$ cat config.mk
export PLATFORM = sky130hd
export DESIGN_NAME = pcu_channel
export DESIGN_NICKNAME = d
export VERILOG_FILES = /design/src/design/pcu_pkg.sv /design/src/design/pcu_evt_if.sv /design/src/design/pcu_channel.sv /design/src/design/pcu_clkdiv.sv /design/src/design/pcu_irq.sv
export VERILOG_INCLUDE_DIRS = /design/src /design/src/design
export SDC_FILE = /design/constraint.sdc
export NUM_CORES = 1
export LEC_CHECK = 0
export BUFFER_PORTS_ARGS = -buffer_cell sky130_fd_sc_hd__buf_2
export CAP_MARGIN = 40
export CORE_ASPECT_RATIO = 0.8
export CORE_MARGIN = 4
export CORE_UTILIZATION = 40
export CTS_BUF_LIST = sky130_fd_sc_hd__clkbuf_2 sky130_fd_sc_hd__clkbuf_4 sky130_fd_sc_hd__clkbuf_8
export DETAILED_ROUTE_END_ITERATION = 10
export PLACE_DENSITY = 0.64
export SLEW_MARGIN = 10
export SYNTH_ARGS = -nofsm -noshare
export SYNTH_HDL_FRONTEND = slang
export SYNTH_SLANG_ARGS = --single-unit
$ cat constraint.sdc
create_clock -name clk_sys -period 5.1 [get_ports clk_sys]
set_input_delay 0.255 -clock clk_sys [delete_from_list [all_inputs] [get_ports clk_sys]]
set_output_delay 0.255 -clock clk_sys [all_outputs]
set_load 0.02 [all_outputs]
$ cat src/design/pcu_cfg.svh
// constants for the per-channel pulse-width modulation block
//
// Notes on behaviour
// - counter at 0 or 1: update applies at once
// - period zero: buffered period update is skipped
// - left mode: first period from 0, then 1
// - early disable stops output, flag stays set
`ifndef PCU_CFG_SVH
`define PCU_CFG_SVH
// ==========================================================
// widths
`define PCU_CW          16
`define PCU_AW          6
`define PCU_EVW         2
`define PCU_PREW        4
`define PCU_DIVW        16
// ==========================================================
// register offsets (byte addresses)
`define PCU_OFS_ENABLE  6'h00
`define PCU_OFS_DISABLE 6'h04
`define PCU_OFS_STATUS  6'h08
`define PCU_OFS_MODE    6'h0c
`define PCU_OFS_DUTY    6'h10
`define PCU_OFS_PERIOD  6'h14
`define PCU_OFS_UPDATE  6'h18
`define PCU_OFS_COUNT   6'h1c
`define PCU_OFS_ISR     6'h20
`define PCU_OFS_IMR     6'h24
// ==========================================================
// mode register fields
`define PCU_MODE_CPOL   0
`define PCU_MODE_CALG   1
`define PCU_MODE_CPD    2
`define PCU_MODE_PRE_LO 4
`define PCU_MODE_PRE_HI 7
`define PCU_CMD_BIT     0
// ==========================================================
// event bits and reset values
`define PCU_EV_PERIOD   0
`define PCU_EV_UPDATE   1
`define PCU_CNT_ZERO    16'h0000
`define PCU_CNT_ONE     16'h0001
`define PCU_DUTY_RST    16'h0008
`define PCU_PERIOD_RST  16'h0010
`define PCU_MODE_RST    8'h00
`endif

$ cat src/design/pcu_pkg.sv
// types shared by the modulation block modules
`include "pcu_cfg.svh"
package pcu_pkg;
    typedef logic [`PCU_CW-1:0]  pcu_cnt_t;    // counter, duty and period width
    typedef logic [`PCU_AW-1:0]  pcu_addr_t;   // register byte address
    typedef logic [31:0]         pcu_word_t;   // bus data word
    typedef logic [`PCU_EVW-1:0] pcu_ev_t;     // event vector
    typedef logic [`PCU_PREW-1:0] pcu_pre_t;   // prescaler select
    // channel run state, one-hot
    typedef enum logic [1:0] {
        PCU_IDLE = 2'b01,
        PCU_RUN  = 2'b10
    } pcu_state_e;
endpackage : pcu_pkg

$ cat src/design/pcu_evt_if.sv
// event and interrupt register signals between channel core and interrupt unit
`timescale 1ns/10ps
interface pcu_evt_if;
    import pcu_pkg::*;
    pcu_ev_t  event_pulse;   // one-cycle events from the channel
    logic     clr_wr;        // write-one-to-clear strobe
    logic     mask_wr;       // mask register write strobe
    pcu_ev_t  wr_bits;       // bus write data, low bits
    pcu_ev_t  status;        // sticky status
    pcu_ev_t  mask;          // interrupt mask
    modport src  (output event_pulse, clr_wr, mask_wr, wr_bits, input status, mask);
    modport sink (input event_pulse, clr_wr, mask_wr, wr_bits, output status, mask);
endinterface : pcu_evt_if

$ cat src/design/pcu_channel.sv
// one modulation channel: counter, buffered update, enable status, bus slave
`timescale 1ns/10ps
`include "pcu_cfg.svh"
module pcu_channel (
    input  wire logic               clk_sys,   // system clock, 100 MHz
    input  wire logic               reset_n,   // async reset, active low
    input  wire pcu_pkg::pcu_addr_t bus_addr,  // register byte address
    input  wire pcu_pkg::pcu_word_t bus_wdata, // write data
    input  wire logic               bus_wr,    // write strobe
    input  wire logic               bus_rd,    // read strobe
    output pcu_pkg::pcu_word_t      bus_rdata, // read data, cycle after strobe
    output logic                    pwm_out,   // modulated line level
    output logic                    pwm_oe,    // high while the line is driven
    output logic                    irq        // level interrupt
);
    import pcu_pkg::*;
    // ==========================================================
    // decoded strobes
    logic wr_enable;                 // enable command
    logic wr_disable;                // disable command
    logic wr_mode;                   // mode write
    logic wr_duty;                   // direct duty write
    logic wr_period;                 // direct period write
    logic wr_update;                 // update register write

    assign wr_enable  = bus_wr && (bus_addr == `PCU_OFS_ENABLE) && bus_wdata[`PCU_CMD_BIT];
    assign wr_disable = bus_wr && (bus_addr == `PCU_OFS_DISABLE) && bus_wdata[`PCU_CMD_BIT];
    assign wr_mode    = bus_wr && (bus_addr == `PCU_OFS_MODE);
    assign wr_duty    = bus_wr && (bus_addr == `PCU_OFS_DUTY);
    assign wr_period  = bus_wr && (bus_addr == `PCU_OFS_PERIOD);
    assign wr_update  = bus_wr && (bus_addr == `PCU_OFS_UPDATE);

    // ==========================================================
    // state
    pcu_state_e  state;              // idle or running
    logic [7:0]  mode;               // polarity, alignment, target, prescaler
    pcu_cnt_t    duty;               // active duty value
    pcu_cnt_t    period;             // active period value
    pcu_cnt_t    cnt;                // channel counter
    logic        cnt_down;           // center mode direction
    logic        en_flag;            // enabled status bit
    logic        tick_seen;          // one selected clock period done since enable
    pcu_cnt_t    upd_val;            // buffered update value
    logic        upd_tgt_period;     // buffered update goes to period
    logic        upd_pending;        // buffered update waiting
    logic        running;            // counter active
    logic        tick;               // selected clock tick
    logic        period_end;         // last tick of a period
    logic        upd_now;            // update write taking effect at once
    logic        upd_commit;         // buffered update lands this cycle
    logic        calg;               // center aligned mode
    pcu_word_t   next_rdata;         // read mux

    assign running = (state == PCU_RUN);
    assign calg    = mode[`PCU_MODE_CALG];

    // ==========================================================
    // selected clock
    pcu_clkdiv #(.DIVW(`PCU_DIVW)) u_div (
        .clk_sys (clk_sys),
        .reset_n (reset_n),
        .run     (running),
        .pre_sel (mode[`PCU_MODE_PRE_HI:`PCU_MODE_PRE_LO]),
        .tick    (tick)
    );

    // period ends at the top in left mode, back at zero in center mode
    assign period_end = tick && (calg ? (cnt_down && cnt == `PCU_CNT_ZERO)
                                      : (cnt == period));

    // ==========================================================
    // run state machine
    always_ff @(posedge clk_sys or negedge reset_n) begin
        if (!reset_n) begin
            state <= PCU_IDLE;
        end else begin
            case (state)
                PCU_IDLE: begin
                    if (wr_enable) begin
                        state <= PCU_RUN;
                    end
                end
                PCU_RUN: begin
                    if (wr_disable) begin
                        state <= PCU_IDLE;           // output stops at once
                    end
                end
                default: begin
                    state <= PCU_IDLE;
                end
            endcase
        end
    end

    // enabled flag: a disable too soon after enable leaves it set
    always_ff @(posedge clk_sys or negedge reset_n) begin
        if (!reset_n) begin
            en_flag   <= 1'b0;
            tick_seen <= 1'b0;
        end else if (wr_enable) begin
            en_flag   <= 1'b1;
            tick_seen <= 1'b0;
        end else if (wr_disable) begin
            en_flag   <= en_flag && !tick_seen;
        end else if (running && tick) begin
            tick_seen <= 1'b1;
        end
    end

    // mode register, written and used in either state
    always_ff @(posedge clk_sys or negedge reset_n) begin
        if (!reset_n) begin
            mode <= `PCU_MODE_RST;
        end else if (wr_mode) begin
            mode <= bus_wdata[7:0];
        end
    end

    // ==========================================================
    // channel counter
    always_ff @(posedge clk_sys or negedge reset_n) begin
        if (!reset_n) begin
            cnt      <= `PCU_CNT_ZERO;
            cnt_down <= 1'b0;
        end else if (!running || wr_enable) begin
            cnt      <= `PCU_CNT_ZERO;           // first period starts at 0
            cnt_down <= 1'b0;
        end else if (tick) begin
            if (!calg) begin
                // later periods restart at 1
                cnt <= (cnt == period) ? `PCU_CNT_ONE : cnt + `PCU_CNT_ONE;
            end else if (!cnt_down && cnt == period) begin
                cnt_down <= 1'b1;
                cnt      <= cnt - `PCU_CNT_ONE;
            end else if (cnt_down && cnt == `PCU_CNT_ZERO) begin
                cnt_down <= 1'b0;
                cnt      <= `PCU_CNT_ONE;
            end else begin
                cnt <= cnt_down ? cnt - `PCU_CNT_ONE : cnt + `PCU_CNT_ONE;
            end
        end
    end

    // ==========================================================
    // update path
    // counter at 0 or 1 lets the write through at once; software is
    // expected to check the counter first to avoid this
    assign upd_now    = wr_update && (cnt == `PCU_CNT_ZERO || cnt == `PCU_CNT_ONE);
    assign upd_commit = upd_pending && period_end;

    // buffered value and its target
    // a buffered write in the cycle of a commit lands the older value and
    // leaves the new one waiting for the following period end
    always_ff @(posedge clk_sys or negedge reset_n) begin
        if (!reset_n) begin
            upd_val        <= `PCU_CNT_ZERO;
            upd_tgt_period <= 1'b0;
            upd_pending    <= 1'b0;
        end else if (wr_update && !upd_now) begin
            upd_val        <= bus_wdata[`PCU_CW-1:0];
            upd_tgt_period <= mode[`PCU_MODE_CPD];
            upd_pending    <= 1'b1;              // wait for period end
        end else if (upd_commit || upd_now) begin
            upd_pending    <= 1'b0;
        end
    end

    // duty register
    always_ff @(posedge clk_sys or negedge reset_n) begin
        if (!reset_n) begin
            duty <= `PCU_DUTY_RST;
        end else if (wr_duty && !running) begin
            duty <= bus_wdata[`PCU_CW-1:0];
        end else if (upd_now && !mode[`PCU_MODE_CPD]) begin
            duty <= bus_wdata[`PCU_CW-1:0];
        end else if (upd_commit && !upd_tgt_period) begin
            duty <= upd_val;
        end
    end

    // period register; a zero period blocks the buffered update
    always_ff @(posedge clk_sys or negedge reset_n) begin
        if (!reset_n) begin
            period <= `PCU_PERIOD_RST;
        end else if (wr_period && !running) begin
            period <= bus_wdata[`PCU_CW-1:0];
        end else if (upd_now && mode[`PCU_MODE_CPD]) begin
            period <= bus_wdata[`PCU_CW-1:0];
        end else if (upd_commit && upd_tgt_period && period != `PCU_CNT_ZERO) begin
            period <= upd_val;
        end
    end

    // ==========================================================
    // output line, registered; idle level is the inverse polarity
    // the disable strobe gates the line in its own cycle, so a stopped
    // channel never shows one more active level
    always_ff @(posedge clk_sys or negedge reset_n) begin
        if (!reset_n) begin
            pwm_out <= 1'b0;
            pwm_oe  <= 1'b0;
        end else begin
            pwm_oe  <= running && !wr_disable;
            pwm_out <= (running && !wr_disable && cnt < duty) ^ !mode[`PCU_MODE_CPOL];
        end
    end

    // ==========================================================
    // interrupt unit
    pcu_evt_if ev ();

    assign ev.event_pulse = {upd_commit || upd_now, period_end && running};
    assign ev.clr_wr      = bus_wr && (bus_addr == `PCU_OFS_ISR);
    assign ev.mask_wr     = bus_wr && (bus_addr == `PCU_OFS_IMR);
    assign ev.wr_bits     = bus_wdata[`PCU_EVW-1:0];

    pcu_irq u_irq (
        .clk_sys (clk_sys),
        .reset_n (reset_n),
        .ev      (ev.sink),
        .irq     (irq)
    );

    // ==========================================================
    // read mux, unmapped addresses read zero
    always_comb begin
        next_rdata = '0;
        if (bus_addr == `PCU_OFS_STATUS) begin
            next_rdata[0] = en_flag;
        end else if (bus_addr == `PCU_OFS_MODE) begin
            next_rdata[7:0] = mode;
        end else if (bus_addr == `PCU_OFS_DUTY) begin
            next_rdata[`PCU_CW-1:0] = duty;
        end else if (bus_addr == `PCU_OFS_PERIOD) begin
            next_rdata[`PCU_CW-1:0] = period;
        end else if (bus_addr == `PCU_OFS_UPDATE) begin
            next_rdata[`PCU_CW-1:0] = upd_val;
        end else if (bus_addr == `PCU_OFS_COUNT) begin
            next_rdata[`PCU_CW-1:0] = cnt;
        end else if (bus_addr == `PCU_OFS_ISR) begin
            next_rdata[`PCU_EVW-1:0] = ev.status;
        end else if (bus_addr == `PCU_OFS_IMR) begin
            next_rdata[`PCU_EVW-1:0] = ev.mask;
        end
    end

    // read data stand one cycle only
    always_ff @(posedge clk_sys or negedge reset_n) begin
        if (!reset_n) begin
            bus_rdata <= '0;
        end else begin
            bus_rdata <= bus_rd ? next_rdata : '0;
        end
    end

    // ==========================================================
    // checks
    // all properties run on the system clock and stand down in reset, so
    // the first edges after release never see unset state
    a_imm_duty_update: assert property (@(posedge clk_sys) disable iff (!reset_n)
        (upd_now && !mode[`PCU_MODE_CPD]) |=> (duty == $past(bus_wdata[`PCU_CW-1:0])))
        else $error("immediate duty update missed");

    a_zero_period_hold: assert property (@(posedge clk_sys) disable iff (!reset_n)
        (upd_commit && upd_tgt_period && period == `PCU_CNT_ZERO && !upd_now)
        |=> (period == `PCU_CNT_ZERO))
        else $error("period update applied with zero period");

    a_first_start: assert property (@(posedge clk_sys) disable iff (!reset_n)
        (wr_enable && !running) |=> (running && cnt == `PCU_CNT_ZERO))
        else $error("first period not started from zero");

    a_left_restart: assert property (@(posedge clk_sys) disable iff (!reset_n)
        (running && !calg && period_end && !wr_disable && !wr_enable)
        |=> (cnt == `PCU_CNT_ONE))
        else $error("left period did not restart at one");

    a_early_disable: assert property (@(posedge clk_sys) disable iff (!reset_n)
        (wr_disable && running && !tick_seen) |=> (en_flag && !running && !pwm_oe))
        else $error("early disable status wrong");

    a_buffered_wait: assert property (@(posedge clk_sys) disable iff (!reset_n)
        (wr_update && !upd_now && !upd_commit && !mode[`PCU_MODE_CPD] && !wr_duty)
        |=> (duty == $past(duty)))
        else $error("buffered duty changed before period end");

    a_buffer_commit: assert property (@(posedge clk_sys) disable iff (!reset_n)
        (upd_commit && !upd_tgt_period && !wr_update && !wr_duty)
        |=> (duty == $past(upd_val) && !upd_pending))
        else $error("buffered duty not applied at period end");

    a_imm_period_update: assert property (@(posedge clk_sys) disable iff (!reset_n)
        (upd_now && mode[`PCU_MODE_CPD]) |=> (period == $past(bus_wdata[`PCU_CW-1:0])))
        else $error("immediate period update missed");

    a_late_disable: assert property (@(posedge clk_sys) disable iff (!reset_n)
        (wr_disable && running && tick_seen) |=> (!en_flag && !running && !pwm_oe))
        else $error("normal disable status wrong");

    a_enable_start: assert property (@(posedge clk_sys) disable iff (!reset_n)
        wr_enable |=> (en_flag && running && !tick_seen))
        else $error("enable did not start the channel");

    a_rdata_idle: assert property (@(posedge clk_sys) disable iff (!reset_n)
        !bus_rd |=> (bus_rdata == '0))
        else $error("read data outside read cycle");
endmodule : pcu_channel

$ cat src/design/pcu_clkdiv.sv
// selected-clock tick generator for one channel
`timescale 1ns/10ps
`include "pcu_cfg.svh"
module pcu_clkdiv #(
    parameter int DIVW = `PCU_DIVW        // divider width
) (
    input  wire logic             clk_sys,  // system clock
    input  wire logic             reset_n,  // async reset, active low
    input  wire logic             run,      // divider runs while high
    input  wire pcu_pkg::pcu_pre_t pre_sel, // divide by two to this power
    output logic                  tick      // one pulse per selected clock period
);
    import pcu_pkg::*;
    // ==========================================================
    // free divider, restarted whenever the channel stops
    logic [DIVW-1:0] div;                   // divider count
    logic [DIVW-1:0] div_mask;              // low bits that must be all ones

    assign div_mask = DIVW'((DIVW+1)'(1) << pre_sel) - DIVW'(1);
    assign tick     = run && ((div & div_mask) == div_mask);

    // divider register
    always_ff @(posedge clk_sys or negedge reset_n) begin
        if (!reset_n) begin
            div <= '0;
        end else if (!run) begin
            div <= '0;                      // phase aligned to enable
        end else begin
            div <= div + DIVW'(1);
        end
    end
endmodule : pcu_clkdiv

$ cat src/design/pcu_irq.sv
// sticky event status, mask and interrupt line
`timescale 1ns/10ps
module pcu_irq (
    input  wire logic clk_sys,  // system clock
    input  wire logic reset_n,  // async reset, active low
    pcu_evt_if.sink   ev,       // events and register strobes
    output logic      irq       // level interrupt
);
    import pcu_pkg::*;
    // ==========================================================
    // status: a new event beats a clear in the same cycle
    always_ff @(posedge clk_sys or negedge reset_n) begin
        if (!reset_n) begin
            ev.status <= '0;
        end else begin
            ev.status <= (ev.status & ~(ev.clr_wr ? ev.wr_bits : '0)) | ev.event_pulse;
        end
    end

    // mask register
    always_ff @(posedge clk_sys or negedge reset_n) begin
        if (!reset_n) begin
            ev.mask <= '0;
        end else if (ev.mask_wr) begin
            ev.mask <= ev.wr_bits;
        end
    end

    assign irq = |(ev.status & ev.mask);
endmodule : pcu_irq

==> metrics.txt, run 1 <==
status finished clean; # H-tree levels 4; Peak VDD IR 217 uV; final setup violating endpoints 0; initial core utilization 41.1%; CTS tree yes; GRT met3 Usage 4.22%; NumNets Final 856; Max Fclk 258 MHz; initial antenna violation count 0; clk sinks 116; mapped cell area 7160 um^2; Area Growth Syn to Fin 12.8%; remaining antenna violation count 0; PostCTS Resize Cnt 0; WL final 19200 um; Setup Skew 10.5 ps; initial DRC count 511; GRT Total Usage 20.0%; Worst R2R End cnt[5]$_DFFE_PN0P_; Die Ht 128 um; #FFs+latches synth 116; P_leak 3.80 nW; Inserted Clock Buffers 17; post-CTS setup buffer count 0; grt met2 use 28.8%; Reg2Reg Setup Slack 1230 ps; Pins Over Slew Limit 0; Synth Area per Inst 9.40 um^2; layer with the highest usage met1; vias in the first global route 5610; CTS clock-pin slew for the worst setup and hold paths 80 ps; routed len/inst 18.6 um; unrepaired setup endpoints after global routing false; Hold/Removal Path Class in -> reg; Design Power 2.46 mW; R2R Path Start mode[6]$_DFFE_PN0P_; chip width 158 um; clk root buf clkbuf_8; EDFF count, synth 0; Yosys Warn Count 0; clk buf depth 2; CP delay by family, top compound AO/OA/AOI/OAI gates; via density per instance 5.75; setup TNS 0 ps; CP max stage cell dfrtp_1; required time worst endpoint 5450 ps; first-pass GRT wire length 31500 um; Final Critical Period 3870 ps; post-synthesis sequential area ratio 40.6%; Core ar. 17400 um^2; Hold WS 21.6 ps; Slowest Stage Delay on Critical Path 680 ps; Hold Vio Cnt, Final 0; Crit Path Max Fanout 15; row cnt 43; maxcap violations 0; worst path bufs/invs 1; design area 8080 um^2; crit path to cnt[5]$_DFFE_PN0P_; measured slew at the worst slew-check pin 834 ps; critical path class reg -> reg; DP Area 7570 um^2; Mapped Cells 762; half-perimeter wire length after placement 13800 um; grt total ovfl 0; port bufs 44; Crit. End Element flop; critical path depth 10; pwr/cell area 305 nW/um^2; critical-path cell list nor3_1, nand2_1, ha_1, nor3b_1, a2111oi_0, o2111ai_2, nor2_1, buf_4, a21oi_1, a31o_2; die area 20100 um^2; routability cong. 0.900; # IOs 77; largest net degree at the start of global routing 42; worst rel slew slack 44.0%; count of cell types in the netlist 73; vias 5937; Async S/R FF share, synth 100%; Worst-Skew Late Latency 460 ps; crit path DAT 4220 ps; diode count 0; FF-to-FF path depth 10; fin crit share 75.9%; Fillers 1708; Synth Flop Type dfrtp_1; layout cell share with drive strength beyond 1 17.8%; drt first pass iters 6; crit start category flop; met1 usage 29.9%; critical path startpoint mode[6]$_DFFE_PN0P_; DRC Markers 0
==> metal layers <==
layer  wire length (um)  vias to the layer above
met5                  0                        -
met3               1410                       29
met2               8360                      217
li1                   -                     2801
met1               9000                     2890
met4                423                        0
==> power breakdown <==
part           internal, mW  switching [mW]  total [mW]
Combinational         0.133           0.185       0.318
Sequential            0.996           0.110        1.11
Clock                 0.623           0.418        1.04
==> sequential cells by signal, indices dropped and copies added (netlist names), 8 cells and up <==
register and count:
bus_rdata 16, cnt 16, duty 16, mode 8, period 16, u_div.div 15
upd_val 16
==> logic make-up after synthesis <==
group           Yosys count  share of synthesized area [%]
simple gates            240                           17.0
buf+inv                  99                           6.50
compound gates          174                           16.9
mux                      79                           11.5
xor+xnor                 33                           4.04
fa+ha+maj                20                           3.49
other cells               1                         0.0524
flops                   116                           40.6
==> cell usage in the layout, fill, tap and decap left out, drive strengths merged, types with 6 or more instances in the layout <==
cell type  count
a211oi         8
a21oi         41
a221oi         8
a222oi         6
a31oi         13
and3          13
buf           62
clkbuf        22
conb          16
dfrtp        113
ha            20
inv           36
mux2          25
mux2i         54
nand2         54
nand2b        10
nand3         16
nand4         17
nor2          66
nor2b          6
nor3          14
nor4           9
o21ai         39
o22a           8
or2            8
xor2          28
==> synth_stat cells (4+ instances only) <==
cell / n / share of area, %
and3_1: 13 / 1.1
a31oi_1: 13 / 1.1
buf_2: 5 / 0.35
inv_1: 33 / 1.7
a211oi_1: 8 / 0.84
o21ai_1: 6 / 0.42
o21ai_2: 5 / 0.61
ha_1: 20 / 3.5
buf_4: 17 / 1.8
nand4_1: 16 / 1.4
mux2_2: 25 / 3.9
nor3_1: 14 / 0.98
o22a_1: 8 / 0.98
a222oi_1: 6 / 0.84
xnor2_1: 5 / 0.61
a221oi_1: 8 / 0.98
a2111oi_0: 4 / 0.49
o21ai_0: 28 / 2.0
nor2b_1: 6 / 0.52
nand2b_1: 10 / 0.87
xor2_1: 28 / 3.4
a21o_1: 5 / 0.52
and2_1: 5 / 0.44
nor2_1: 66 / 3.5
o211ai_1: 4 / 0.42
nand2_1: 54 / 2.8
a21oi_1: 41 / 2.9
nand3_1: 16 / 1.1
mux2i_1: 54 / 7.5
clkbuf_1: 39 / 2.0
dfrtp_1: 113 / 39
or2_2: 7 / 0.61
nor4_1: 9 / 0.79
o22ai_1: 4 / 0.35
==> worst register-to-register path, stage by stage, from the launching register on <==
cell and delay (ps):
dfrtp_1 680, nor3_1 190, nand2_1 120, ha_1 380
nor3b_1 140, a2111oi_0 680, o2111ai_2 430, nor2_1 590
buf_4 270, a21oi_1 70, a31o_2 210
==> through the flow <==
step                setup WS (ps)  utilization, %  cells
floorplan                    1930               -    777
global placement             1270            43.1    994
detailed placement           1280            43.4    997
CTS                          1250            46.2   1030
global route                  916            46.3   1032
finish                       1230            46.3   1032
==> worst min path at each step <==
stage / startpoint / end / slack (ps) / cells past startpoint
after global routing: bus_wdata[11] / period[11]$_DFFE_PN0P_ / 20 / 3
after global placement: en_flag$_DFFE_PN0P_ / en_flag$_DFFE_PN0P_ / 460 / 1
after floorplan: reset_n / bus_rdata[0]$_DFF_PN0_ / -40 / 0
after CTS: bus_wdata[11] / period[11]$_DFFE_PN0P_ / 10 / 3
after detailed placement: reset_n / cnt[9]$_DFFE_PN0P_ / 270 / 1
final: bus_wdata[11] / period[11]$_DFFE_PN0P_ / 20 / 3
==> layout make-up <==
type                       instances  area, um^2  area share, %
tap                              225         282           3.49
inverter                          33         124           1.53
multi-input combinational        562        3860           47.9
timing repair buffer              64         425           5.27
sequential                       116        2910           36.0
clock buffer                      21         277           3.42
clock inverter                    11         196           2.43
==> timing repair <==
item,4_1_cts,5_1_grt
hold buffers,1,0
hold endpoints to repair,33,0
setup endpoints to repair,0,0
Power figures use the tool's default switching activity.
==> inputs of run 2 (changes only) <==
--- a/config.mk
+++ b/config.mk
@@ -6,6 +6,7 @@
 export SDC_FILE = /design/constraint.sdc
 export NUM_CORES = 1
 export LEC_CHECK = 0
+export ABC_AREA = 1
 export BUFFER_PORTS_ARGS = -buffer_cell sky130_fd_sc_hd__buf_2
 export CAP_MARGIN = 40
 export CORE_ASPECT_RATIO = 0.8
@@ -13,7 +14,7 @@
 export CORE_UTILIZATION = 40
 export CTS_BUF_LIST = sky130_fd_sc_hd__clkbuf_2 sky130_fd_sc_hd__clkbuf_4 sky130_fd_sc_hd__clkbuf_8
 export DETAILED_ROUTE_END_ITERATION = 10
-export PLACE_DENSITY = 0.64
+export PLACE_DENSITY = 0.66
 export SLEW_MARGIN = 10
 export SYNTH_ARGS = -nofsm -noshare
 export SYNTH_HDL_FRONTEND = slang
==> constraint.sdc (replaced) <==
create_clock -name clk_sys -period 3.2 [get_ports clk_sys]
set_input_delay 0.16 -clock clk_sys [delete_from_list [all_inputs] [get_ports clk_sys]]
set_output_delay 0.16 -clock clk_sys [all_outputs]
set_load 0.02 [all_outputs]
==> run 2 against run 1 <==
Net effect:
- worst hold slack got worse by 6.4 ps
- design area up 6.4%
- via count is 21% higher
- highest routed layer unchanged
==> metrics.txt, run 2 <==
port bufs 44; most common cell after layout, fill and taps aside nand2_1; post-synthesis sequential area ratio 38.1%; Hold WS 15.1 ps; remaining antenna violation count 0; layout cell share with drive strength beyond 1 13.9%; setup slack after placement 567 ps; Worst Min Path Start bus_wdata[7]; Pins Over Slew Limit 0; Mapped Cells 1062; via density per instance 5.18; critical-path cell list inv_1, ha_1, nand2_2, nor2_4, inv_2, a21oi_1, nand2_1, nor3_2, a21oi_4, buf_4, o21ai_0, nand2_1, nand2_1; setup slack after layout 520 ps; CTS tree yes; first-pass GRT wire length 35200 um; #FFs+latches synth 116; post-synth top area cell dfrtp_1; final setup violating endpoints 0; drt first pass iters 10; worst rel slew slack 44.3%; Synth Area per Inst 7.19 um^2; initial core utilization 41.4%; Max Fclk 373 MHz; unrepaired setup endpoints after global routing false; R2R Path Start cnt[1]$_DFFE_PN0P_; routability cong. 0.937; cell with the most instances after synthesis nand2_1; vias in the first global route 6831; half-perimeter wire length after placement 15400 um; CP dominant cell by count nand2_1; Fillers 1884; commonest non-fill, non-tap cells in the layout nand2_1, inv_1, dfrtp_1; initial DRC count 611; initial antenna violation count 0; CP delay by family, top compound AO/OA/AOI/OAI gates; Crit. End Element flop; setup TNS 0 ps; Inserted Clock Buffers 17; count of cell types in the netlist 46; maxcap violations 0; Multi-input gate area 3910 um^2; critical path class reg -> reg; routed len/inst 15.2 um; post-CTS setup buffer count 0; clk buf depth 2; hold_buf cts 11; crit path DAT 3040 ps; diode count 0; Core ar. 18400 um^2; row cnt 44; crit start category flop; PostCTS Resize Cnt 0; status finished clean; clk root buf clkbuf_8; Commonest cells post-synth nand2_1, inv_1, dfrtp_1; Die Ht 132 um; NumNets Final 1181; Synth Flop Type dfrtp_1; chip width 162 um; Hold/Removal Path Class in -> reg; measured slew at the worst slew-check pin 833 ps; DRC Markers 0; vias 7174; grt total ovfl 0; Area Growth Syn to Fin 12.6%; WL final 21100 um; # H-tree levels 4; Reg area 2910 um^2; Async S/R FF share, synth 100%; top-area cell type share of the netlist area 37.0%; P_leak 4.18 nW; die area 21400 um^2; worst path bufs/invs 3; EDFF count, synth 0; Crit Path Max Fanout 30; Final Critical Period 2680 ps; Hold Vio Cnt, Final 0; Peak VDD IR 204 uV; pwr/cell area 425 nW/um^2; # IOs 77; Setup Skew 16.1 ps; mapped cell area 7630 um^2; ranking of synthesized cells by area dfrtp_1, nand2_1, o21ai_0; critical path startpoint cnt[1]$_DFFE_PN0P_; GRT Total Usage 20.3%; Worst-Skew Late Latency 480 ps; CP max stage cell a21oi_4; clk sinks 116; required time worst endpoint 3560 ps; CTS clock-pin slew for the worst setup and hold paths 70 ps; Slowest Stage Delay on Critical Path 680 ps; fin crit share 83.8%; Yosys Warn Count 0; largest net degree at the start of global routing 72
==> run 2: final timing paths <==
path                                          endpoint  slack (ps)  cells past startpoint
worst max-delay path              duty[15]$_DFFE_PN0P_         520                     13
min in group asynchronous       bus_rdata[7]$_DFF_PN0_         240                      2
worst max register to register    duty[15]$_DFFE_PN0P_         520                     13
worst min register to register     en_flag$_DFFE_PN0P_         490                      2
worst min-delay path             period[7]$_DFFE_PN0P_          20                      5
max in group asynchronous         state[0]$_DFFE_PN1P_        2120                      3
==> run 2: area by class of cell <==
class	count	share of cell area [%]
Timing Repair Buffer	76	5.85
Inverter	142	6.23
Multi-Input combinational cell	766	45.5
Tap cell	253	3.68
Clock buffer	20	3.06
Clock inverter	12	1.82
Sequential cell	116	33.8
==> run 2: cell families (layout without fill, tap and decap cells) <==
group / Yosys count / count (layout) / share of synthesized area (%)
adders and majority gates: 20 / 20 / 3.28
other: 1 / 16 / 0.0491
xor gates and xnor gates: 20 / 20 / 2.29
buffers and inverters: 195 / 250 / 11.5
AOI/OAI and AO/OA: 198 / 198 / 14.2
and+or+nand+nor: 512 / 512 / 30.6
DFF: 116 / 116 / 38.1
==> run 2: worst register-to-register path: stages (launching register included) <==
cell and delay (ps):
dfrtp_1 460, inv_1 100, ha_1 210, nand2_2 100
nor2_4 50, inv_2 90, a21oi_1 60, nand2_1 130
nor3_2 90, a21oi_4 680, buf_4 370, o21ai_0 100
nand2_1 70, nand2_1 50
==> run 2: per-stage QoR <==
step	cell area, um^2	cells	total power [mW]	util (%)
4_1_cts	8590	1385	3.68	46.6
3_3_place_gp	8060	1342	2.16	43.7
5_1_grt	8590	1385	3.83	46.6
6_report	8590	1385	3.65	46.6
3_5_place_dp	8060	1342	2.17	43.7
2_1_floorplan	7690	1077	2.03	-
==> run 2: metal layers <==
metal / up-vias / global-route usage, % / share of wire [%]
met4: 0 / 5.54 / 1.4
met1: 3318 / 28.5 / 47
met5: - / 0 / 0
li1: 3553 / - / -
met2: 277 / 31.8 / 46
met3: 26 / 4.51 / 6.3
==> run 2: power breakdown <==
group / internal [mW] / leakage (nW) / switching, mW
Clock: 0.808 / 0.213 / 0.682
Combinational: 0.187 / 2.43 / 0.339
Sequential: 1.54 / 1.54 / 0.0872
